[src/hdl/adc_seq_pkg.sv]
package adc_seq_pkg;

	// ====================================================================
	// Register map (byte-wide registers, word index on the plain port)
	// ====================================================================
	localparam logic [2:0] ADDR_CTRL_A    = 3'h0;
	localparam logic [2:0] ADDR_CTRL_B    = 3'h1;
	localparam logic [2:0] ADDR_RES_HIGH  = 3'h2;
	localparam logic [2:0] ADDR_RES_LOW   = 3'h3;
	localparam logic [2:0] ADDR_FLAG      = 3'h4;
	localparam logic [2:0] ADDR_IRQ_EN    = 3'h5;

	// Field positions.
	localparam int CTRL_A_ENABLE_BIT  = 0;
	localparam int CTRL_A_GO_BIT      = 1;
	localparam int CTRL_A_CHAN_LSB    = 2;
	localparam int CTRL_B_DIV_LSB     = 4;
	localparam int IRQ_EN_CONV_BIT    = 0;
	localparam int IRQ_EN_PERIPH_BIT  = 1;
	localparam int IRQ_EN_GLOBAL_BIT  = 2;

	// Reset values.
	localparam logic [7:0] CTRL_A_RESET   = 8'h00;
	localparam logic [2:0] DIV_SEL_RESET  = 3'h0;

	// Divider select codes and divide ratios.
	localparam logic [2:0] DIV_SEL_8      = 3'h1;
	localparam logic [2:0] DIV_SEL_16     = 3'h5;
	localparam logic [2:0] DIV_SEL_32     = 3'h2;
	localparam logic [2:0] DIV_SEL_64     = 3'h6;
	localparam logic [1:0] DIV_SEL_RC_LOW = 2'h3;
	localparam logic [6:0] DIV_RATIO_8    = 7'h08;
	localparam logic [6:0] DIV_RATIO_16   = 7'h10;
	localparam logic [6:0] DIV_RATIO_32   = 7'h20;
	localparam logic [6:0] DIV_RATIO_64   = 7'h40;

	// Sequencing counts, in bit clock periods, and the result width in bits.
	localparam logic [3:0] CONV_PERIODS   = 4'hb;
	localparam logic [3:0] ABORT_PERIODS  = 4'h2;
	localparam int         RESULT_BITS    = 10;

	// Channel codes 01101..01111 and 11000 upward select no source.
	localparam logic [4:0] CHAN_GAP_LO    = 5'h0d;
	localparam logic [4:0] CHAN_GAP_HI    = 5'h0f;
	localparam logic [4:0] CHAN_TOP       = 5'h17;

	typedef enum {
		ST_IDLE,
		ST_RC_WAIT,
		ST_CONVERT,
		ST_RECOVER
	} seq_state_t;

	typedef struct packed {
		logic [2:0] addr;
		logic [7:0] wdata;
		logic       wr;
		logic       rd;
	} bus_req_t;

endpackage : adc_seq_pkg

[src/hdl/adc_conversion_sequencer.sv]
`timescale 1ns/100ps
module adc_conversion_sequencer
	import adc_seq_pkg::*;
#(
	parameter int RES_W = RESULT_BITS
)
(
	input  wire logic             ref_clk_i,
	input  wire logic             resetn_i,
	input  wire logic [2:0]       addr_i,
	input  wire logic [7:0]       wdata_i,
	input  wire logic             wr_i,
	input  wire logic             rd_i,
	output logic      [7:0]       rdata_o,
	input  wire logic             sleep_i,
	input  wire logic             instr_tick_i,
	input  wire logic             rc_tick_i,
	input  wire logic             comp_i,
	output logic                  powered_o,
	output logic                  hold_connect_o,
	output logic      [4:0]       chan_route_o,
	output logic                  chan_valid_o,
	output logic      [RES_W-1:0] dac_code_o,
	output logic                  irq_o,
	output logic                  wake_o,
	output logic                  vector_o
);
	// ====================================================================
	// Reset release
	// ====================================================================
	logic rst_meta_r;
	logic rst_n_r;

	always_ff @(posedge ref_clk_i or negedge resetn_i)
	begin
		if (!resetn_i)
		begin
			rst_meta_r <= 1'b0;
			rst_n_r    <= 1'b0;
		end
		else
		begin
			rst_meta_r <= 1'b1;
			rst_n_r    <= rst_meta_r;
		end
	end

	// ====================================================================
	// Bus decode
	// ====================================================================
	bus_req_t bus;
	assign bus = '{addr: addr_i, wdata: wdata_i, wr: wr_i, rd: rd_i};

	wire wr_ctrl_a = bus.wr && (bus.addr == ADDR_CTRL_A);
	wire wr_ctrl_b = bus.wr && (bus.addr == ADDR_CTRL_B);
	wire wr_flag   = bus.wr && (bus.addr == ADDR_FLAG);
	wire wr_irq_en = bus.wr && (bus.addr == ADDR_IRQ_EN);

	logic             enable_r;
	logic             go_r;
	logic [4:0]       chan_r;
	logic [2:0]       div_sel_r;
	logic             done_flag_r;
	logic [2:0]       irq_en_r;
	logic [RES_W-1:0] result_r;
	logic [RES_W-1:0] sar_r;
	logic [3:0]       period_r;
	logic             sleep_off_r;
	seq_state_t       state_r;
	seq_state_t       state_nxt;
	logic [7:0]       rdata_r;

	wire sw_go_set   = wr_ctrl_a && bus.wdata[CTRL_A_GO_BIT];
	wire sw_go_clr   = wr_ctrl_a && !bus.wdata[CTRL_A_GO_BIT];
	wire sw_enable   = bus.wdata[CTRL_A_ENABLE_BIT];

	// ====================================================================
	// Bit clock
	// ====================================================================
	logic tick;
	logic rc_sel;
	wire  running = (state_r != ST_IDLE);

	bit_clock_gen u_bit_clock (
		.ref_clk_i (ref_clk_i),
		.rst_n_i   (rst_n_r),
		.run_i     (running),
		.div_sel_i (div_sel_r),
		.rc_tick_i (rc_tick_i),
		.tick_o    (tick),
		.rc_sel_o  (rc_sel)
	);

	// ====================================================================
	// Sequencer
	// ====================================================================
	// Sleep on a divided clock kills the conversion because that clock stops.
	wire sleep_abort = sleep_i && !rc_sel && (state_r == ST_CONVERT ||
	                   state_r == ST_RC_WAIT);
	wire sw_abort    = sw_go_clr && (state_r == ST_CONVERT ||
	                   state_r == ST_RC_WAIT);
	wire start_req   = sw_go_set && enable_r && sw_enable &&
	                   (state_r == ST_IDLE);
	wire last_period = (state_r == ST_CONVERT) && tick &&
	                   (period_r == CONV_PERIODS - 4'h1);
	wire finish      = last_period && !sleep_abort && !sw_abort;
	// The divider phase runs on across the abort, so the first tick may
	// come early; one extra tick is waited to give two whole periods.
	wire recov_done  = (state_r == ST_RECOVER) && tick &&
	                   (period_r == ABORT_PERIODS);
	wire [RES_W-1:0] final_code = sar_r | (comp_i ? {RES_W{1'b0}} :
	                   {RES_W{1'b0}});

	always_comb
	begin
		state_nxt = state_r;
		case (state_r)
			ST_IDLE:
				if (start_req)
					state_nxt = rc_sel ? ST_RC_WAIT : ST_CONVERT;
			ST_RC_WAIT:
				if (sw_abort || sleep_abort)
					state_nxt = ST_RECOVER;
				else if (instr_tick_i)
					state_nxt = ST_CONVERT;
			ST_CONVERT:
				if (sw_abort || sleep_abort)
					state_nxt = ST_RECOVER;
				else if (finish)
					state_nxt = ST_IDLE;
			ST_RECOVER:
				if (recov_done)
					state_nxt = ST_IDLE;
			default:
				state_nxt = ST_IDLE;
		endcase
		if (!enable_r)
			state_nxt = ST_IDLE;
	end

	// Successive approximation: the trial bit walks from the MSB down.
	wire [3:0]       bit_idx   = CONV_PERIODS - 4'h1 - period_r;
	wire             trial_ok  = (period_r != 4'h0) &&
	                             (bit_idx < 4'(RES_W));
	logic [RES_W-1:0] trial_mask;
	assign trial_mask = trial_ok ? (RES_W'(1) << bit_idx) : '0;
	wire [RES_W-1:0] sar_keep  = comp_i ? (sar_r | trial_mask) : sar_r;
	wire [RES_W-1:0] done_code = sar_keep;

	always_ff @(posedge ref_clk_i or negedge rst_n_r)
	begin
		if (!rst_n_r)
		begin
			state_r  <= ST_IDLE;
			period_r <= 4'h0;
			sar_r    <= '0;
		end
		else
		begin
			state_r <= state_nxt;
			if (state_nxt != state_r)
				period_r <= 4'h0;
			else if (tick)
				period_r <= period_r + 4'h1;
			if (state_r != ST_CONVERT)
				sar_r <= '0;
			else if (tick)
				sar_r <= sar_keep;
		end
	end

	// ====================================================================
	// Software visible registers
	// ====================================================================
	always_ff @(posedge ref_clk_i or negedge rst_n_r)
	begin
		if (!rst_n_r)
		begin
			enable_r    <= CTRL_A_RESET[CTRL_A_ENABLE_BIT];
			go_r        <= CTRL_A_RESET[CTRL_A_GO_BIT];
			chan_r      <= CTRL_A_RESET[CTRL_A_CHAN_LSB +: 5];
			div_sel_r   <= DIV_SEL_RESET;
			irq_en_r    <= 3'h0;
			done_flag_r <= 1'b0;
			result_r    <= '0;
			sleep_off_r <= 1'b0;
		end
		else
		begin
			if (wr_ctrl_a)
			begin
				enable_r <= sw_enable;
				chan_r   <= bus.wdata[CTRL_A_CHAN_LSB +: 5];
			end
			if (wr_ctrl_b)
				div_sel_r <= bus.wdata[CTRL_B_DIV_LSB +: 3];
			if (wr_irq_en)
				irq_en_r <= bus.wdata[2:0];
			// Go reads back as busy; finishing or aborting clears it.
			if (finish || sleep_abort || state_nxt == ST_IDLE)
				go_r <= 1'b0;
			if (start_req)
				go_r <= 1'b1;
			else if (sw_go_clr)
				go_r <= 1'b0;
			// Set beats a same-cycle software clear.
			if (finish)
				done_flag_r <= 1'b1;
			else if (wr_flag && !bus.wdata[0])
				done_flag_r <= 1'b0;
			if (finish)
				result_r <= done_code;
			if (sleep_abort || (finish && sleep_i && rc_sel &&
			    !irq_en_r[IRQ_EN_CONV_BIT]))
				sleep_off_r <= 1'b1;
			else if (!sleep_i || wr_ctrl_a)
				sleep_off_r <= 1'b0;
		end
	end

	// ====================================================================
	// Read port
	// ====================================================================
	wire [7:0] ctrl_a_rd = {1'b0, chan_r, go_r, enable_r};
	wire [7:0] res_hi_rd = {6'h00, result_r[RES_W-1:8]};
	wire [7:0] res_lo_rd = result_r[7:0];
	wire [7:0] rd_mux =
		(bus.addr == ADDR_CTRL_A)   ? ctrl_a_rd :
		(bus.addr == ADDR_CTRL_B)   ? {1'b0, div_sel_r, 4'h0} :
		(bus.addr == ADDR_RES_HIGH) ? res_hi_rd :
		(bus.addr == ADDR_RES_LOW)  ? res_lo_rd :
		(bus.addr == ADDR_FLAG)     ? {7'h00, done_flag_r} :
		(bus.addr == ADDR_IRQ_EN)   ? {5'h00, irq_en_r} :
		8'h00;

	always_ff @(posedge ref_clk_i or negedge rst_n_r)
	begin
		if (!rst_n_r)
			rdata_r <= 8'h00;
		else
			rdata_r <= bus.rd ? rd_mux : 8'h00;
	end

	// ====================================================================
	// Outputs
	// ====================================================================
	wire chan_gap = (chan_r >= CHAN_GAP_LO && chan_r <= CHAN_GAP_HI) ||
	                (chan_r > CHAN_TOP);
	assign rdata_o        = rdata_r;
	assign powered_o      = enable_r && !sleep_off_r;
	assign chan_valid_o   = powered_o && !chan_gap;
	assign chan_route_o   = chan_r;
	// While powered, the holding cap tracks the input except while bits are resolved.
	assign hold_connect_o = powered_o && (state_r != ST_CONVERT);
	assign dac_code_o     = sar_r | trial_mask;
	assign irq_o          = done_flag_r && irq_en_r[IRQ_EN_CONV_BIT];
	assign wake_o         = irq_o && sleep_i;
	assign vector_o       = irq_o && irq_en_r[IRQ_EN_PERIPH_BIT] &&
	                        irq_en_r[IRQ_EN_GLOBAL_BIT];
	wire unused_ok = ^final_code;
endmodule : adc_conversion_sequencer

[src/hdl/bit_clock_gen.sv]
`timescale 1ns/100ps
// ========================================================================
// Bit clock tick generator
// ========================================================================
module bit_clock_gen
	import adc_seq_pkg::*;
(
	input  wire logic       ref_clk_i,
	input  wire logic       rst_n_i,
	input  wire logic       run_i,
	input  wire logic [2:0] div_sel_i,
	input  wire logic       rc_tick_i,
	output logic            tick_o,
	output logic            rc_sel_o
);
	logic [6:0] count_r;
	logic [6:0] count_nxt;
	logic [6:0] ratio;
	logic       div_tick;

	assign rc_sel_o = (div_sel_i[1:0] == DIV_SEL_RC_LOW);
	assign ratio = (div_sel_i == DIV_SEL_8)  ? DIV_RATIO_8 :
	               (div_sel_i == DIV_SEL_16) ? DIV_RATIO_16 :
	               (div_sel_i == DIV_SEL_32) ? DIV_RATIO_32 :
	               (div_sel_i == DIV_SEL_64) ? DIV_RATIO_64 :
	               DIV_RATIO_8;
	assign div_tick  = run_i && (count_r == ratio - 7'h01);
	assign count_nxt = (!run_i || div_tick) ? 7'h00 : count_r + 7'h01;
	assign tick_o    = run_i && (rc_sel_o ? rc_tick_i : div_tick);

	always_ff @(posedge ref_clk_i or negedge rst_n_i)
	begin
		if (!rst_n_i)
			count_r <= 7'h00;
		else
			count_r <= count_nxt;
	end
endmodule : bit_clock_gen

[config.mk]
export PLATFORM = sky130hd
export DESIGN_NAME = adc_conversion_sequencer
export DESIGN_NICKNAME = d
export VERILOG_FILES = /design/src/hdl/adc_seq_pkg.sv /design/src/hdl/adc_conversion_sequencer.sv /design/src/hdl/bit_clock_gen.sv
export SDC_FILE = /design/constraint.sdc
export NUM_CORES = 1
export LEC_CHECK = 0
export BUFFER_PORTS_ARGS = -buffer_cell sky130_fd_sc_hd__buf_2
export CORE_ASPECT_RATIO = 1.2
export CORE_UTILIZATION = 58
export DETAILED_ROUTE_END_ITERATION = 8
export PLACE_DENSITY = 0.79
export SETUP_SLACK_MARGIN = 0.15
export SKIP_LAST_GASP = 1
export SLEW_MARGIN = 20
export SYNTH_ARGS = -nofsm -noshare
export SYNTH_HDL_FRONTEND = slang
export SYNTH_SLANG_ARGS = --single-unit
[constraint.sdc]
create_clock -name ref_clk_i -period 3.55 [get_ports ref_clk_i]
set_input_delay 0.5325 -clock ref_clk_i [delete_from_list [all_inputs] [get_ports ref_clk_i]]
set_output_delay 0.5325 -clock ref_clk_i [all_outputs]
set_load 0.03 [all_outputs]
After elaboration in Yosys (flattened, before gate mapping)
Index checks and enable logic that the tools add are counted.
{"block": "word_totals", "reg_bits": 88, "latchBits": 0, "ram_bits": 0, "romBits": 0, "out_inout_bits": 29, "n_memories": 0}
{"block": "classes", "addsub": 4, "n_mul": 0, "n_div": 0, "n_lt_le_gt_ge": 4, "n_eq_ne": 21, "n_shift": 1, "muxes": 35, "bitwise_logic": 1, "reduce_logical": 62}
{"op": "2-to-1 mux 32 bit", "count": 7}
{"op": "case mux 32 bit (4 select lines)", "count": 1}
{"op": "== test 32 x 2 -> 1 bit (second input constant)", "count": 3}
{"op": "zero test 32 bit", "count": 3}
{"op": "== test 32 x 3 -> 1 bit (second input constant)", "count": 2}
{"op": "2-to-1 mux 10 bit", "count": 4}
{"op": "2-to-1 mux 8 bit", "count": 5}
{"op": "2-to-1 mux 7 bit", "count": 5}
{"op": "logical AND 1 bit", "count": 33}
{"op": "== test 32 x 1 -> 1 bit (second input constant)", "count": 1}
{"op": "!= test 32 x 3 -> 1 bit (second input constant)", "count": 1}
{"op": "!= test 32 bit", "count": 1}
{"op": "nonzero test 32 bit", "count": 1}
{"op": "== test 3 bit (second input constant)", "count": 4}
{"op": "zero test 1 bit", "count": 10}
{"op": "OR 10 bit", "count": 1}
{"op": "left shift 1 x 4 -> 10 bit (first input constant)", "count": 1}
{"op": "== test 3 x 2 -> 1 bit (second input constant)", "count": 3}
{"op": "logical OR 1 bit", "count": 8}
{"op": "2-to-1 mux 1 bit", "count": 8}
{"op": "2-to-1 mux 4 bit", "count": 2}
{"op": "nonzero test 2 bit", "count": 4}
{"op": "adder 7 x 1 -> 7 bit (second input constant)", "count": 1}
{"op": "== test 7 bit", "count": 1}
{"op": "16 further kinds", "count": 18}

Longest topological paths before layout
{"block": "logic_depth", "depth_word": 23, "mapped_depth": 8, "mapped_depth_nobuf": 8}

Modules after synthesis
A second synthesis with hierarchy kept.
{"block": "hier_totals", "cells_unflattened": 388, "hier_area_um2": 4097.7}
{"module": "adc_conversion_sequencer", "instances": 1, "cells_per_inst": 339, "area_per_inst_um2": 3637.2, "seq_area_each_um2": 2026.9}
{"module": "bit_clock_gen", "instances": 1, "cells_per_inst": 49, "area_per_inst_um2": 460.4, "seq_area_each_um2": 175.2}

Worst setup path after synthesis
Ideal clock, no wire load.
{"block": "synth_timing", "path_kind": "register to output", "from": "reg period_r[1]", "to": "out dac_code_o[0]", "arrival_time_ns": 1.971, "path_slack_ns": 1.047, "path_stages_with_launch": 7, "n_path_buf": 0, "cell_sequence": "dfrtp_1 ha_1 nor2_1 a2bb2oi_1 o211ai_1 nand2_1 o21bai_1"}
{"block": "synth_between", "elab_chain_len": 5, "word_cells_on_any_way": 7, "classes_between": "1 x add/sub; 1 x order compare; 1 x shift; 1 x mux; 1 x bitwise; 2 x reduce/logical"}
{"element": "from (decl)", "line_no": "adc_conversion_sequencer.sv:67", "source": "logic [3:0] period_r;"}
{"element": "from (signal assigned)", "line_no": "adc_conversion_sequencer.sv:164", "source": "period_r <= period_r + 4'h1;"}
{"element": "subtractor 4 bit", "line_no": "adc_conversion_sequencer.sv:142", "source": "wire [3:0] bit_idx = CONV_PERIODS - 4'h1 - period_r;"}
{"element": "less-than comparator 4 bit", "line_no": "adc_conversion_sequencer.sv:144", "source": "(bit_idx < 4'(RES_W));"}
{"element": "logical AND 1 bit", "line_no": "adc_conversion_sequencer.sv:143", "source": "wire trial_ok = (period_r != 4'h0) &&"}
{"element": "2-to-1 mux 10 bit (*)", "line_no": "adc_conversion_sequencer.sv:146", "source": "assign trial_mask = trial_ok ? (RES_W'(1) << bit_idx) : '0;"}
{"element": "OR 10 bit (*)", "line_no": "adc_conversion_sequencer.sv:255", "source": "assign dac_code_o = sar_r | trial_mask;"}
{"element": "to (decl)", "line_no": "adc_conversion_sequencer.sv:23", "source": "output logic [RES_W-1:0] dac_code_o,"}
Every way passes the cells marked *; elsewhere a longest branch is shown, timed or not.

Worst setup path after layout
{"block": "layout_timing", "from": "reg period_r[1]", "to": "out dac_code_o[4]"}
Same word-level chain as after synthesis.

==> flow_metrics.env <==
export IMPL_status="finished, final reports clean"
export IMPL_nFillCells=514
export IMPL_hold_slack_ns=0.326
export IMPL_max_slew_margin_rel=0.544
export IMPL_r2r_cells=6
export IMPL_arrival_ns=2.45
export IMPL_timing_setup_tns_ns=0
export IMPL_synth_cell_type_count=60
export IMPL_yosys_area_top_type_share=0.530
export IMPL_die_area_um2=7510
export IMPL_fin_crit_ns=2.98
export IMPL_cts_buffers=9
export IMPL_maxCapViolCount=0
export IMPL_synth_most_common_cell="dfrtp_1"
export IMPL_cts_tree="built"
export IMPL_avgSynthCellArea_um2=11.1
export IMPL_cts_setup_buffers=0
export IMPL_required_ns=3.02
export IMPL_cts_path_max_buffers=2
export IMPL_critPathKind="register to primary output"
export IMPL_grt_ovfl_total=0
export IMPL_ys_warn_count=0
export IMPL_setup_violations=0
export IMPL_cts_max_level=3
export IMPL_grt_setup_unrepaired="no"
export IMPL_worstPathCellList="ha_1 > nor2_1 > a2bb2oi_1 > o211ai_1 > nand2_1 > o21bai_1 > buf_2"
export IMPL_ios=48
export IMPL_synthTopCellsByArea="dfrtp_1, nand2_1, o21bai_1"
export IMPL_asyncSetResetFlopFracSynth=1.00
export IMPL_multi_input_area_um2=1960
export IMPL_place_hpwl_um=5890
export IMPL_vias=3030
export IMPL_seq_area_um2=2210
export IMPL_slew_violations=0
export IMPL_grt_pass1_vias=2922
export IMPL_clk_transition_reported_paths_ns=0.08
export IMPL_yosysSeqAreaShare=0.530
export IMPL_crit_path_start_kind="register"
export IMPL_synth_edf_count=0
export IMPL_core_um2=6900
export IMPL_area_growth_pct=15.5
export IMPL_start_util=0.603
export IMPL_n_antenna_cell=0
export IMPL_r2r_start="u_bit_clock.count_r[3]"
export IMPL_dr_pass1_iters=4
export IMPL_tightest_slew_ns=0.682
export IMPL_gp_congestion=0.842
export IMPL_clkLatencyLatePin_ns=0.35
export IMPL_cts_sink_count=88
export IMPL_ys_ff_latch=88
export IMPL_die_h_um=94.7
export IMPL_crit_slowest_cell="dfrtp_1"
export IMPL_dieWidth_um=79.3
export IMPL_synth_top_cells_by_count="dfrtp_1, nand2_1, nor2_1, o21bai_1, nor3_1"
export IMPL_routed_via_density=5.56
export IMPL_ant_nets=0
export IMPL_crit_fanout=9
export IMPL_fin_nets=479
export IMPL_powerDensity_nw_per_um2=450
export IMPL_routedWlPerCell_um=15.2
export IMPL_grt_max_degree=87
export IMPL_hp_class="register to async pin"
export IMPL_rr_endpoint="result_r[6]"
export IMPL_grt_use_total=0.245
export IMPL_grt_pass1_wl_um=13800
export IMPL_synth_area_leader_cell="dfrtp_1"
export IMPL_io_buffers=46
export IMPL_hold_violations=0
export IMPL_max_stage_delay_ns=0.47
export IMPL_totalWireLength_um=8290
export IMPL_synthFlopType="dfrtp_1"
export IMPL_max_freq_ghz=0.335
export IMPL_end_kind="primary output"
export IMPL_route_detailed_drc=0
export IMPL_num_rows=33
export IMPL_clockRootBuffer="clkbuf_8"
export IMPL_post_route_period_util=0.841
export IMPL_clock_skew_ns=0.00739
export IMPL_drive_gt1_frac=0.205
export IMPL_drt_iter0_drc=148
export IMPL_leakagePower_nw=2.22
export IMPL_rrSetupSlack_ns=1.01
export IMPL_syn_inst=376
export IMPL_antenna_found_initial=0
export IMPL_ir_drop_mv=0.365
export IMPL_syn_cell_area_um2=4160
how the worst max path moves through the flow:
stage,startpoint,to,cells past startpoint
6_report,period_r[1],dac_code_o[4],7
5_1_grt,period_r[1],dac_code_o[1],7
4_1_cts,period_r[1],dac_code_o[4],7
3_5_place_dp,addr_i[0],period_r[3],7
3_3_place_gp,addr_i[0],period_r[0],7
2_1_floorplan,rst_n_r,chan_route_o[0],0
flip-flops by register name (all words and copies together) (netlist names):
| signal | cells |
|---|---|
| period_r | 4 |
| enable_r | 1 |
| done_flag_r | 1 |
| go_r | 1 |
| sleep_off_r | 1 |
| result_r | 10 |
| rst_n_r | 1 |
| final_code | 10 |
| div_sel_r | 3 |
| state_r | 32 |
| rst_meta_r | 1 |
| rdata_o | 8 |
| chan_route_o | 5 |
| u_bit_clock.count_r | 7 |
| irq_en_r | 3 |
where the power goes:
group	internal, mW	switching [mW]
clock network	0.364	0.333
registers	1.09	0.0973
logic	0.113	0.166
total	1.56	0.597
metrics by stage:
step / setup WS [ns] / std cells / utilization / total power [mW] / area, µm²
3_5_place_dp: 0.719 / 527 / 0.662 / 1.48 / 4560
4_1_cts: 0.551 / 544 / 0.694 / 2.18 / 4780
5_1_grt: 0.381 / 545 / 0.696 / 2.27 / 4800
6_report: 0.566 / 545 / 0.696 / 2.16 / 4800
3_3_place_gp: 0.776 / 527 / 0.662 / 1.47 / 4560
2_1_floorplan: 0.917 / 405 / - / 1.40 / 4270
final cells by class:
class	instances	area share
timing repair buffer	50	0.0573
clock buffer	12	0.0323
tap	87	0.0227
sequential	88	0.459
multi-input combinational	293	0.409
clock inverter	4	0.0109
inverter	11	0.00860
repair_timing:
| action | CTS | global route |
|---|---|---|
| resized for setup | 0 | 0 |
| hold endpoints to repair | 2 | 0 |
| setup endpoints to repair | 0 | 0 |
| hold buffers | 1 | 0 |
kinds of logic (layout without fill, tap and decap cells):
kind of cell    Yosys count  in the layout  share of synthesized area
simple gates            136            136                      0.172
flops                    88             88                      0.530
compound gates           87             87                      0.163
buf+inv                  24             77                     0.0241
mux                      22             22                     0.0668
xor+xnor                 10             10                     0.0211
fa+ha+maj                 7              7                     0.0211
other cells               2             31                    0.00181
per-layer routing:
layer	vias to the layer above	GRT usage	routed length, µm
met1	1471	0.304	3500
met5	-	0	0
met2	67	0.410	4280
met3	19	0.0396	283
met4	0	0.127	228
li1	1473	-	-
worst max-delay path: cells and delay by family, from the launching register on:
kind	cells	cell delay (ns)
AO/OA/AOI/OAI	3	0.63
buffers and inverters	1	0.22
adder cells (fa/ha/maj)	1	0.30
flip-flops	1	0.47
AND/OR/NAND/NOR	2	0.47
layout by cell type, fill, tap and decap left out, types with 11 or more instances in the layout:
master    count
conb_1       31
nand3_1      11
dfrtp_1      87
inv_1        11
clkbuf_8     11
o21a_1       11
nand2_1      38
buf_2        46
o21bai_1     19
nor3_1       15
nor2_1       23
No activity file was read; power rests on OpenSTA's default activity.
